$ cat config.mk
export PLATFORM = sky130hd
export DESIGN_NAME = return_address_stack
export DESIGN_NICKNAME = d
export VERILOG_FILES = /design/src/logic/ras_pkg.sv /design/src/logic/return_address_stack.sv
export SDC_FILE = /design/constraint.sdc
export NUM_CORES = 1
export LEC_CHECK = 0
export ABC_AREA = 1
export BUFFER_PORTS_ARGS = -buffer_cell sky130_fd_sc_hd__buf_2
export CAP_MARGIN = 20
export CORE_UTILIZATION = 45
export DETAILED_ROUTE_END_ITERATION = 8
export PLACE_DENSITY_LB_ADDON = 0.2
export SYNTH_ARGS = -nofsm -noshare
export SYNTH_HDL_FRONTEND = slang
export SYNTH_SLANG_ARGS = --single-unit
$ cat constraint.sdc
create_clock -name clk -period 3.75 [get_ports clk]
set_input_delay 0.1875 -clock clk [delete_from_list [all_inputs] [get_ports clk]]
set_output_delay 0.1875 -clock clk [all_outputs]
set_load 0.01 [all_outputs]
$ cat src/logic/ras_pkg.sv
// Package for the return-address stack: register map, field layout, sizes.
// Assumes a single 20 MHz core clock and an AHB-Lite register slave.
package ras_pkg;

	localparam int PC_W = 21;
	localparam int SP_W = 5;
	localparam int DEPTH = 31;
	localparam logic [SP_W-1:0] SP_MAX = 5'h1f;
	localparam logic [SP_W-1:0] SP_RST = 5'h00;
	localparam logic [PC_W-1:0] VEC_RESET = 21'h000000;
	localparam logic [PC_W-1:0] VEC_HIGH = 21'h000008;
	localparam logic [PC_W-1:0] VEC_LOW = 21'h000018;
	localparam logic [PC_W-1:0] PC_STEP = 21'h000002;
	// Implemented program words for the two variants
	localparam int WORDS_LARGE = 16384;
	localparam int WORDS_SMALL = 8192;

	// Register byte offsets
	localparam logic [7:0] OFS_SP = 8'h00;
	localparam logic [7:0] OFS_TOP_UPPER = 8'h04;
	localparam logic [7:0] OFS_TOP_HIGH = 8'h08;
	localparam logic [7:0] OFS_TOP_LOW = 8'h0c;
	localparam logic [7:0] OFS_CFG = 8'h10;

	// Pointer and configuration register fields
	localparam int BIT_FULL = 7;
	localparam int BIT_UNF = 6;
	localparam int CFG_OVR_EN = 0;
	localparam logic CFG_RST = 1'b1;

	typedef enum logic [1:0] {
		OP_NONE = 2'b00,
		OP_PUSH = 2'b01,
		OP_POP = 2'b11,
		OP_DISCARD = 2'b10
	} stack_op_t;

	typedef struct packed {
		stack_op_t op;
		logic [PC_W-1:0] pc;
	} stack_req_t;

	typedef enum logic [1:0] {
		BUS_IDLE = 2'b00,
		BUS_DATA = 2'b01
	} bus_state_t;

endpackage

$ cat src/logic/return_address_stack.sv
// Return-address stack of the core with its AHB-Lite register window.
// Assumes the sequencer issues one stack request per cycle, synchronous to clk.
//
// Implementation choices: the AHB-Lite interface to the registers and the placing of the registers.
`timescale 1ns/1ps
module return_address_stack #(
	parameter int PROG_WORDS = ras_pkg::WORDS_LARGE
) (
	// Clock and reset
	input wire logic clk,
	input wire logic nrst,
	input wire logic por_n,
	// Sequencer
	input wire ras_pkg::stack_req_t req,
	output ras_pkg::stack_req_t pop_data,
	output logic stack_reset,
	// Program fetch
	input wire logic [ras_pkg::PC_W-1:0] fetch_addr,
	input wire logic [15:0] fetch_mem_data,
	output logic [15:0] fetch_data,
	// AHB-Lite slave
	input wire logic hsel,
	input wire logic [31:0] haddr,
	input wire logic [1:0] htrans,
	input wire logic hwrite,
	input wire logic [2:0] hsize,
	input wire logic [31:0] hwdata,
	input wire logic hready,
	output logic [31:0] hrdata,
	output logic hreadyout,
	output logic hresp
);
	import ras_pkg::*;

	// ---------------------------------------------------------------
	// State
	// ---------------------------------------------------------------
	// Storage of 31 pc values of 21 bits
	logic [PC_W-1:0] stack_mem [1:DEPTH];
	logic [SP_W-1:0] sp_ff;
	logic full_ff;
	logic unf_ff;
	logic ovr_en_ff;
	logic [7:0] addr_ff;
	logic wr_ff;
	bus_state_t bus_ff;
	logic [PC_W-1:0] top_val;
	logic [PC_W-1:0] nxt_top;
	logic sw_wr;
	logic sw_sp;
	logic sw_up;
	logic sw_hi;
	logic sw_lo;
	logic sw_clr_full;
	logic sw_clr_unf;
	logic push_ev;
	logic pop_ev;
	logic drop_ev;
	logic full_ev;
	logic unf_ev;
	logic [SP_W-1:0] sp_inc;

	function automatic logic [SP_W-1:0] sp_step(input logic [SP_W-1:0] sp, input logic up);
		sp_step = up ? ((sp == SP_MAX) ? SP_MAX : sp + 5'h01) :
			((sp == SP_RST) ? SP_RST : sp - 5'h01);
	endfunction

	// ---------------------------------------------------------------
	// Bus slave
	// ---------------------------------------------------------------
	always_ff @(posedge clk) begin
		if (!nrst) begin
			bus_ff <= BUS_IDLE;
			addr_ff <= 8'h00;
			wr_ff <= 1'b0;
		end else if (hready) begin
			bus_ff <= (hsel && htrans[1]) ? BUS_DATA : BUS_IDLE;
			addr_ff <= haddr[7:0];
			wr_ff <= hwrite;
		end
	end

	assign sw_wr = (bus_ff == BUS_DATA) && wr_ff;
	assign sw_sp = sw_wr && (addr_ff == OFS_SP);
	assign sw_up = sw_wr && (addr_ff == OFS_TOP_UPPER);
	assign sw_hi = sw_wr && (addr_ff == OFS_TOP_HIGH);
	assign sw_lo = sw_wr && (addr_ff == OFS_TOP_LOW);
	assign sw_clr_full = sw_sp && !hwdata[BIT_FULL];
	assign sw_clr_unf = sw_sp && !hwdata[BIT_UNF];

	// Pointer zero reads as no entry
	assign top_val = (sp_ff == SP_RST) ? VEC_RESET : stack_mem[sp_ff];

	always_comb begin
		nxt_top = top_val;
		if (sw_up)
			nxt_top[20:16] = hwdata[4:0];
		if (sw_hi)
			nxt_top[15:8] = hwdata[7:0];
		if (sw_lo)
			nxt_top[7:0] = hwdata[7:0];
	end

	always_ff @(posedge clk) begin
		if (!nrst) begin
			hrdata <= 32'h00000000;
		end else if (hready && hsel && htrans[1] && !hwrite) begin
			case (haddr[7:0])
				OFS_SP: hrdata <= {24'h000000, full_ff, unf_ff, 1'b0, sp_ff};
				OFS_TOP_UPPER: hrdata <= {27'h0000000, top_val[20:16]};
				OFS_TOP_HIGH: hrdata <= {24'h000000, top_val[15:8]};
				OFS_TOP_LOW: hrdata <= {24'h000000, top_val[7:0]};
				OFS_CFG: hrdata <= {31'h00000000, ovr_en_ff};
				default: hrdata <= 32'h00000000;
			endcase
		end
	end

	always_ff @(posedge clk) begin
		if (!nrst) begin
			hreadyout <= 1'b1;
			hresp <= 1'b0;
		end else begin
			hreadyout <= 1'b1;
			hresp <= 1'b0;
		end
	end

	always_ff @(posedge clk) begin
		if (!por_n)
			ovr_en_ff <= CFG_RST;
		else if (sw_wr && addr_ff == OFS_CFG)
			ovr_en_ff <= hwdata[CFG_OVR_EN];
	end

	// ---------------------------------------------------------------
	// Stack engine
	// ---------------------------------------------------------------
	// Push, pop and discard requests
	assign push_ev = (req.op == OP_PUSH);
	assign pop_ev = (req.op == OP_POP);
	assign drop_ev = (req.op == OP_DISCARD);
	assign sp_inc = sp_step(sp_ff, 1'b1);
	// Full on the push that lands on 31
	assign full_ev = push_ev && (sp_inc == SP_MAX);
	// Underflow on pop or discard of empty stack
	assign unf_ev = (pop_ev || drop_ev) && (sp_ff == SP_RST);

	always_ff @(posedge clk) begin
		if (!nrst)
			sp_ff <= SP_RST;
		else if (push_ev)
			sp_ff <= sp_inc;
		else if (pop_ev || drop_ev)
			// Decrement after read; stays at zero
			sp_ff <= sp_step(sp_ff, 1'b0);
		else if (sw_sp)
			sp_ff <= hwdata[SP_W-1:0];
	end

	// Write the newly selected entry on push, else the top entry on a register write
	always_ff @(posedge clk) begin
		if (push_ev)
			// Overflow with reset enabled stores pc plus two
			stack_mem[sp_inc] <= (full_ev && ovr_en_ff) ? req.pc + PC_STEP : req.pc;
		else if ((sw_up || sw_hi || sw_lo) && sp_ff != SP_RST)
			stack_mem[sp_ff] <= nxt_top;
	end

	// Sticky flags, power-on clears, set beats clear
	always_ff @(posedge clk) begin
		if (!por_n) begin
			full_ff <= 1'b0;
			unf_ff <= 1'b0;
		end else begin
			full_ff <= full_ev || (full_ff && !sw_clr_full);
			unf_ff <= unf_ev || (unf_ff && !sw_clr_unf);
		end
	end

	// Popped value to pc; latches are not touched here
	always_ff @(posedge clk) begin
		if (!nrst)
			pop_data <= '{op: OP_NONE, pc: VEC_RESET};
		else if (pop_ev)
			pop_data <= '{op: OP_POP, pc: top_val};
		else
			pop_data <= '{op: OP_NONE, pc: pop_data.pc};
	end

	// Device reset request after overflow push
	always_ff @(posedge clk) begin
		if (!nrst)
			stack_reset <= 1'b0;
		else
			stack_reset <= full_ev && ovr_en_ff;
	end

	// ---------------------------------------------------------------
	// Program fetch
	// ---------------------------------------------------------------
	// Zero beyond implemented words, own path
	always_ff @(posedge clk) begin
		if (!nrst)
			fetch_data <= 16'h0000;
		else if (fetch_addr[PC_W-1:1] >= 20'(PROG_WORDS))
			fetch_data <= 16'h0000;
		else
			fetch_data <= fetch_mem_data;
	end

	// ---------------------------------------------------------------
	// Assertions: pointer
	// ---------------------------------------------------------------
	sp_reset_a: assert property (@(posedge clk) !nrst |=> sp_ff == SP_RST)
		else $error("pointer not zero after reset");
	push_inc_a: assert property (@(posedge clk) disable iff (!nrst)
		push_ev && sp_ff < 5'h1f |=> sp_ff == $past(sp_ff) + 5'h01)
		else $error("push did not increment pointer");
	pop_dec_a: assert property (@(posedge clk) disable iff (!nrst)
		pop_ev && sp_ff != SP_RST |=> sp_ff == $past(sp_ff) - 5'h01)
		else $error("pop did not decrement pointer");
	full_hold_a: assert property (@(posedge clk) disable iff (!nrst)
		push_ev && sp_ff == SP_MAX |=> sp_ff == SP_MAX)
		else $error("pointer left 31 on overflow");
	sp_write_a: assert property (@(posedge clk) disable iff (!nrst)
		sw_sp && req.op == OP_NONE |=> sp_ff == $past(hwdata[SP_W-1:0]))
		else $error("pointer write lost");

	// ---------------------------------------------------------------
	// Assertions: flags
	// ---------------------------------------------------------------
	full_flag_a: assert property (@(posedge clk) disable iff (!nrst)
		full_ev |=> full_ff && (stack_reset == $past(ovr_en_ff)))
		else $error("full event mishandled");
	flag_sticky_a: assert property (@(posedge clk) disable iff (!por_n)
		full_ff && !sw_clr_full |=> full_ff)
		else $error("full flag dropped");
	unf_flag_a: assert property (@(posedge clk) disable iff (!nrst)
		unf_ev |=> unf_ff)
		else $error("underflow flag not set");
	unf_sticky_a: assert property (@(posedge clk) disable iff (!por_n)
		unf_ff && !sw_clr_unf |=> unf_ff)
		else $error("underflow flag dropped");
	full_clear_a: assert property (@(posedge clk) disable iff (!por_n)
		sw_clr_full && !full_ev |=> !full_ff)
		else $error("full flag not cleared");
	no_reset_a: assert property (@(posedge clk) disable iff (!nrst)
		push_ev && !ovr_en_ff |=> !stack_reset)
		else $error("reset request without enable");
	stack_reset_a: assert property (@(posedge clk) disable iff (!nrst)
		stack_reset |-> $past(full_ev) && $past(ovr_en_ff))
		else $error("reset request without overflow");

	// ---------------------------------------------------------------
	// Assertions: stored data
	// ---------------------------------------------------------------
	push_store_a: assert property (@(posedge clk) disable iff (!nrst)
		push_ev && !full_ev |=> top_val == $past(req.pc))
		else $error("pushed value not at top");
	ovr_store_a: assert property (@(posedge clk) disable iff (!nrst)
		full_ev && ovr_en_ff |=> top_val == $past(req.pc) + PC_STEP)
		else $error("overflow push did not store pc plus two");
	overwrite_a: assert property (@(posedge clk) disable iff (!nrst)
		full_ev && !ovr_en_ff |=> top_val == $past(req.pc))
		else $error("overflow push did not overwrite top");
	pop_value_a: assert property (@(posedge clk) disable iff (!nrst)
		pop_ev |=> pop_data.pc == $past(top_val) && pop_data.op == OP_POP)
		else $error("pop returned wrong value");
	empty_pop_a: assert property (@(posedge clk) disable iff (!nrst)
		pop_ev && sp_ff == SP_RST |=> unf_ff && pop_data.pc == VEC_RESET && sp_ff == SP_RST)
		else $error("empty pop mishandled");
	reset_pc_a: assert property (@(posedge clk) !nrst |=> pop_data.pc == VEC_RESET)
		else $error("pc output not at start address after reset");
	drop_quiet_a: assert property (@(posedge clk) disable iff (!nrst)
		drop_ev |=> pop_data.op == OP_NONE)
		else $error("discard drove a pop");
	top_write_a: assert property (@(posedge clk) disable iff (!nrst)
		sw_lo && sp_ff != SP_RST && req.op == OP_NONE |=> top_val[7:0] == $past(hwdata[7:0]))
		else $error("top low write lost");

	// ---------------------------------------------------------------
	// Assertions: bus and fetch
	// ---------------------------------------------------------------
	sp_read_a: assert property (@(posedge clk) disable iff (!nrst)
		hready && hsel && htrans[1] && !hwrite && haddr[7:0] == OFS_SP
		|=> hrdata[7:0] == {$past(full_ff), $past(unf_ff), 1'b0, $past(sp_ff)})
		else $error("pointer read wrong");
	zero_slot_a: assert property (@(posedge clk) disable iff (!nrst)
		sp_ff == SP_RST && hready && hsel && htrans[1] && !hwrite
		&& haddr[7:0] == OFS_TOP_LOW |=> hrdata == 32'h00000000)
		else $error("pointer zero selected an entry");
	fetch_zero_a: assert property (@(posedge clk) disable iff (!nrst)
		fetch_addr[PC_W-1:1] >= 20'(PROG_WORDS) |=> fetch_data == 16'h0000)
		else $error("fetch beyond memory not zero");
	fetch_pass_a: assert property (@(posedge clk) disable iff (!nrst)
		fetch_addr[PC_W-1:1] < 20'(PROG_WORDS) |=> fetch_data == $past(fetch_mem_data))
		else $error("fetch inside memory altered");

	// ---------------------------------------------------------------
	// Covers
	// ---------------------------------------------------------------
	push_pop_c: cover property (@(posedge clk) disable iff (!nrst) push_ev ##[1:4] pop_ev);
	overflow_c: cover property (@(posedge clk) disable iff (!nrst) full_ev);
	underflow_c: cover property (@(posedge clk) disable iff (!nrst) unf_ev);
	sw_write_c: cover property (@(posedge clk) disable iff (!nrst) sw_lo ##[1:4] pop_ev);
	discard_c: cover property (@(posedge clk) disable iff (!nrst) drop_ev && sp_ff != SP_RST);

endmodule

Word level (Yosys, flattened, before mapping)
Memories as Yosys holds them, arrays and structs flattened. A register that Yosys moved wholly into a read port is not among the register bits.
Cells that the tools add are included.
Storage, ports and cells
  memories: 1
  register bits after elaboration: 91
  output and inout bits: 74
  RAM bits: 651
  input port bits: 135
  logic and storage cells: 90
Memories
  stack_mem: depth 31, width 21, read ports 1, clocked after Yosys merged registers in 1, write ports 1, RTL line return_address_stack.sv:39  | logic [PC_W-1:0] stack_mem [1:DEPTH];
Cells by class
  equality and inequality tests: 14
  order comparisons: 1
  reduce and logical (&&, ||, !) cells: 35
  multiplexer cells: 23
  bitwise logic cells: 1
  add/sub/neg operators: 3
Operator list (number)
  $mux 21: 3
  $mux 5: 9
  $pmux 8 s5: 1
  $eq 8x4->1 const B: 4
  $mux 23: 1
  $add 21x2->21 const B: 1
  $reduce_or 21->1: 1
  $ge 20x15->1 const B: 1
  $logic_and 1x1->1: 18
  $eq 8x3->1 const B: 2
  $eq 8x5->1 const B: 2
  $logic_not 8->1: 2
  $mux 8: 2
  $eq 5x5->1 const B: 2
  $mux 1: 7
  $add 5x1->5 const B: 1
  $logic_not 1->1: 5
  $logic_not 5->1: 1
  $logic_or 1x1->1: 5
  $reduce_bool 5->1: 1
  $sub 5x1->5 const B: 1
  $eq 2x1->1 const B: 2
  $eq 2x2->1 const B: 2
  $reduce_bool 3->1: 1
  other kinds (2): 2

Depth between registers and ports, before layout
  depth in word-level cells: 11
  mapped depth: 14

Least setup slack after synthesis
No wires, ideal clock.
  kind: register to register
  start: register sp_ff[0]
  end: memory stack_mem[10][2] (data pin)
  required time: 3290 ps
  data arrival time: 2906 ps
  path slack: 384 ps
  cell stages (with the launch flop): 10
  period minus slack after synthesis: 3366 ps
  path buffers: 1
  path through: dfxtp_1 -> inv_1 -> ha_1 -> or2_2 -> nand2_1 -> nor2_2 -> nand2_4 -> buf_6 -> nor2_1 -> o31ai_1
Between the ends
  cells in the longest elaborated chain, start to end: 7
  elaborated cells on any way between the ends: 17
  classes of those cells: add/sub: 1; eq/ne: 2; mux: 8; reduce/logical: 6
Ends and longest elaborated chain
  start: declaration: RTL line return_address_stack.sv:40  | logic [SP_W-1:0] sp_ff;
  start signal: assignment: RTL line return_address_stack.sv:153  | sp_ff <= sp_inc;
  start signal: assignment: RTL line return_address_stack.sv:156  | sp_ff <= sp_step(sp_ff, 1'b0);
  start signal: assignment: RTL line return_address_stack.sv:158  | sp_ff <= hwdata[SP_W-1:0];
  $add 5x1->5 (tied with other cells)
  $mux 5 / $logic_and 1x1->1 (equally long branches): RTL line return_address_stack.sv:64, return_address_stack.sv:166
  $eq 5x5->1 / $mux 1 (equally long branches): RTL line return_address_stack.sv:145, return_address_stack.sv:166
  $logic_and 1x1->1 / $mux 1 (equally long branches): RTL line return_address_stack.sv:145, return_address_stack.sv:163
  $logic_and 1x1->1 / $mux 1 (equally long branches): RTL line return_address_stack.sv:165, return_address_stack.sv:167
  $mux 21 / $reduce_or 21->1 (equally long branches)
  $mux 21 (no source line) (*)
  end: declaration: RTL line return_address_stack.sv:39
Mark *: on every way between the ends. The rest lies on a longest branch, timed or not.

Worst setup path in the final report
  start: register sp_ff[0]
  end: memory stack_mem[3][2] (data pin)
The elaborated chain is that of the path after synthesis.

==> results.json <==
{
  "finalSetupViolCount": 0,
  "synth-warning-count": 0,
  "multi_input_area_um2": 8410,
  "powerDensity_nw_per_um2": 519,
  "min_period_ps": 3260,
  "postCtsResizedCells": 0,
  "status": "complete, no violations",
  "ys_top_cells_by_area": "edfxtp_1 (64%), nand2_1 (10%), nand3_1 (8.8%)",
  "die_y_um": 263,
  "fin_crit_sh": 0.870,
  "initial_core_util": 0.456,
  "gp_congestion": 0.964,
  "nFillCells": 5854,
  "drt_iter0_markers": 2080,
  "r2r_slack_ps": 490,
  "synth_seq_cells": 721,
  "worst_pin_slew_ps": 991,
  "cts_sinks": 721,
  "grt_max_degree": 112,
  "highest_layer": "met4",
  "antenna_left": 0,
  "row_count": 95,
  "max_freq_ghz": 0.306,
  "nets": 3200,
  "syn_avg_cell_area_um2": 10.7,
  "grt_first_pass_wirelength_um": 131000,
  "pre_cts_ws_ps": 575,
  "routed_wl_um": 86600,
  "post-route-util": 0.529,
  "cp_max_fo": 19,
  "critPathCapture": "stack_mem[3][2]$_DFFE_PP_",
  "power_switching_w": 0.00479,
  "clockBufferDepth": 3,
  "wl_met1_um": 36900,
  "coreArea_um2": 67300,
  "timing.critical_path.from": "sp_ff[0]$_SDFFE_PN0N_",
  "clk_pin_slew_ps": 70,
  "drv_cap": 0,
  "end_kind": "register",
  "fp.dieW_um": 263,
  "start_kind": "register",
  "hold_class": "input pin to register",
  "avgViaCountPerCell": 5.49,
  "yosysTopAreaCellShare": 0.637,
  "synthToLayoutAreaGrowth_pct": 16.1,
  "tns_ps": 0,
  "io_buffers": 115,
  "fin_ws_ps": 486,
  "ios": 209,
  "power_leakage_nw": 13.6,
  "maxSlewHeadroom": 0.339,
  "synth_cells": 2880,
  "p_clk_frac": 0.392,
  "required_ps": 4220,
  "r2r_end": "stack_mem[3][2]$_DFFE_PP_",
  "skew_ps": 21.4,
  "route.met3.wl_um": 5730,
  "antenna_found_initial": 1,
  "ys_seq_area_frac": 0.683,
  "r2r_cells": 12,
  "fin_hold_ws_ps": 43.5,
  "grt_overflow": 0,
  "ys.flop_type": "edfxtp_1",
  "finalHoldViolCount": 0,
  "grt_setup_unrepaired": "false",
  "synth.distinct_cells": 48,
  "synth-edff-count": 651,
  "path_class": "register to register",
  "htreeDepth": 3,
  "wl_met2_um": 41400,
  "swShare": 0.259,
  "rr_startpoint": "sp_ff[0]$_SDFFE_PN0N_",
  "worstPathArrival_ps": 3740,
  "drc": 0,
  "slew_violations": 0,
  "ir_drop_mv": 0.410,
  "pwr-share-seq": 0.483,
  "internal_power_w": 0.0137,
  "cts_buffers": 77,
  "power.total_w": 0.0185,
  "layout-drive-gt1-share": 0.131,
  "clk_latency_ps": 630,
  "pwr-share-comb": 0.125,
  "dieArea_um2": 69200,
  "first_pass_iters": 6,
  "yosysTopAreaCell": "edfxtp_1",
  "vias": 21919,
  "mostFrequentLayoutCells": "nand2_1 (853), edfxtp_1 (651), nand3_1 (538)",
  "cts_tree": "done",
  "seq_area_um2": 21000,
  "async_flop_share": 0,
  "layout_commonest_cell": "nand2_1",
  "grt_pass1_vias": 21237,
  "track_usage": 0.251,
  "drt-wirelength-per-cell_um": 21.7,
  "min_path_cells": 3,
  "hpwl_um": 52900,
  "netlist_area_um2": 30700,
  "cts_root_buf": "clkbuf_16"
}
==> worst min path at each step <==
stage / startpoint / slack (ps) / end
floorplan: fetch_mem_data[0] / 300 / fetch_data[0]$_SDFF_PP0_
global placement: fetch_mem_data[13] / 400 / fetch_data[13]$_SDFF_PP0_
detailed placement: fetch_mem_data[11] / 410 / fetch_data[11]$_SDFF_PP0_
CTS: hwdata[3] / 3 / register
global route: hwdata[3] / 40 / register
finish: hwdata[3] / 40 / register
==> routing by layer <==
| layer | track usage | vias to the layer above |
|---|---|---|
| li1 | - | 10282 |
| met1 | 0.346 | 10678 |
| met2 | 0.412 | 801 |
| met3 | 0.0331 | 158 |
| met4 | 0.0841 | 0 |
| met5 | 0 | - |
==> timing repair <==
action / 4_1_cts / 5_1_grt
hold endpoints to repair: 32 / 0
buffers inserted: 0 / 0
hold buffers: 41 / 0
==> cells by family (layout without fill, tap and decap cells) <==
group	after synthesis	after routing	share of synthesized area
buf+inv	336	552	0.0497
simple gates	1616	1616	0.227
other cells	2	27	0.000245
xor+xnor	15	15	0.00428
fa+ha+maj	4	4	0.00163
compound gates	186	186	0.0342
flops	721	721	0.683
==> synthesized netlist by cell type, types with 13 or more instances <==
| master | number |
|---|---|
| o21ai_0 | 79 |
| edfxtp_1 | 651 |
| nand3_1 | 538 |
| buf_4 | 32 |
| buf_1 | 20 |
| inv_1 | 138 |
| buf_2 | 94 |
| o211ai_1 | 22 |
| nor2_1 | 147 |
| a21oi_1 | 61 |
| nand2_1 | 853 |
| clkbuf_1 | 39 |
| dfxtp_1 | 70 |
| nand4_1 | 30 |
| nor3_1 | 13 |
==> flip-flops by register name, summed over array words and instances (netlist names), named ones only <==
signal and count:
sp_ff 5, pop_data 22, hrdata 8, stack_mem 651, ovr_en_ff 1, bus_ff 1
fetch_data 16, wr_ff 1, full_ff 1, stack_reset 1, unf_ff 1, addr_ff 8
==> per-stage QoR <==
step | instances | area, um2
after floorplan | 2904 | 30800
after global placement | 3813 | 32800
after detailed placement | 3813 | 32800
after CTS | 3992 | 35600
after global routing | 3993 | 35600
final | 3994 | 35600
==> power by group through the flow <==
stage               registers [W]  clock network (W)  logic (W)
floorplan                 0.00907                  0    0.00137
global placement          0.00909                  0    0.00223
finish                    0.00893            0.00725    0.00232
global route              0.00894            0.00766    0.00252
CTS                       0.00893            0.00737    0.00231
detailed placement        0.00910                  0    0.00226
==> final cells by class <==
| class | instances | share of cell area |
|---|---|---|
| Antenna cell | 1 | 0.0000703 |
| Clock buffer | 101 | 0.0596 |
| Clock inverter | 37 | 0.00797 |
| Inverter | 148 | 0.0161 |
| Multi-Input combinational cell | 1847 | 0.236 |
| Sequential cell | 721 | 0.589 |
| Tap cell | 873 | 0.0307 |
| Timing Repair Buffer | 266 | 0.0609 |
==> worst max-delay path, stage by stage, from the launching register on <==
cell	delay [ps]
dfxtp_1	530
ha_1	270
nand3_2	140
nor2_4	160
nor2_1	50
inv_1	100
nand3_1	100
nor2_2	210
nand2_4	210
inv_4	190
nor2_1	90
o31ai_4	790
buf_12	240
No activity file was read; power rests on OpenSTA's default activity.
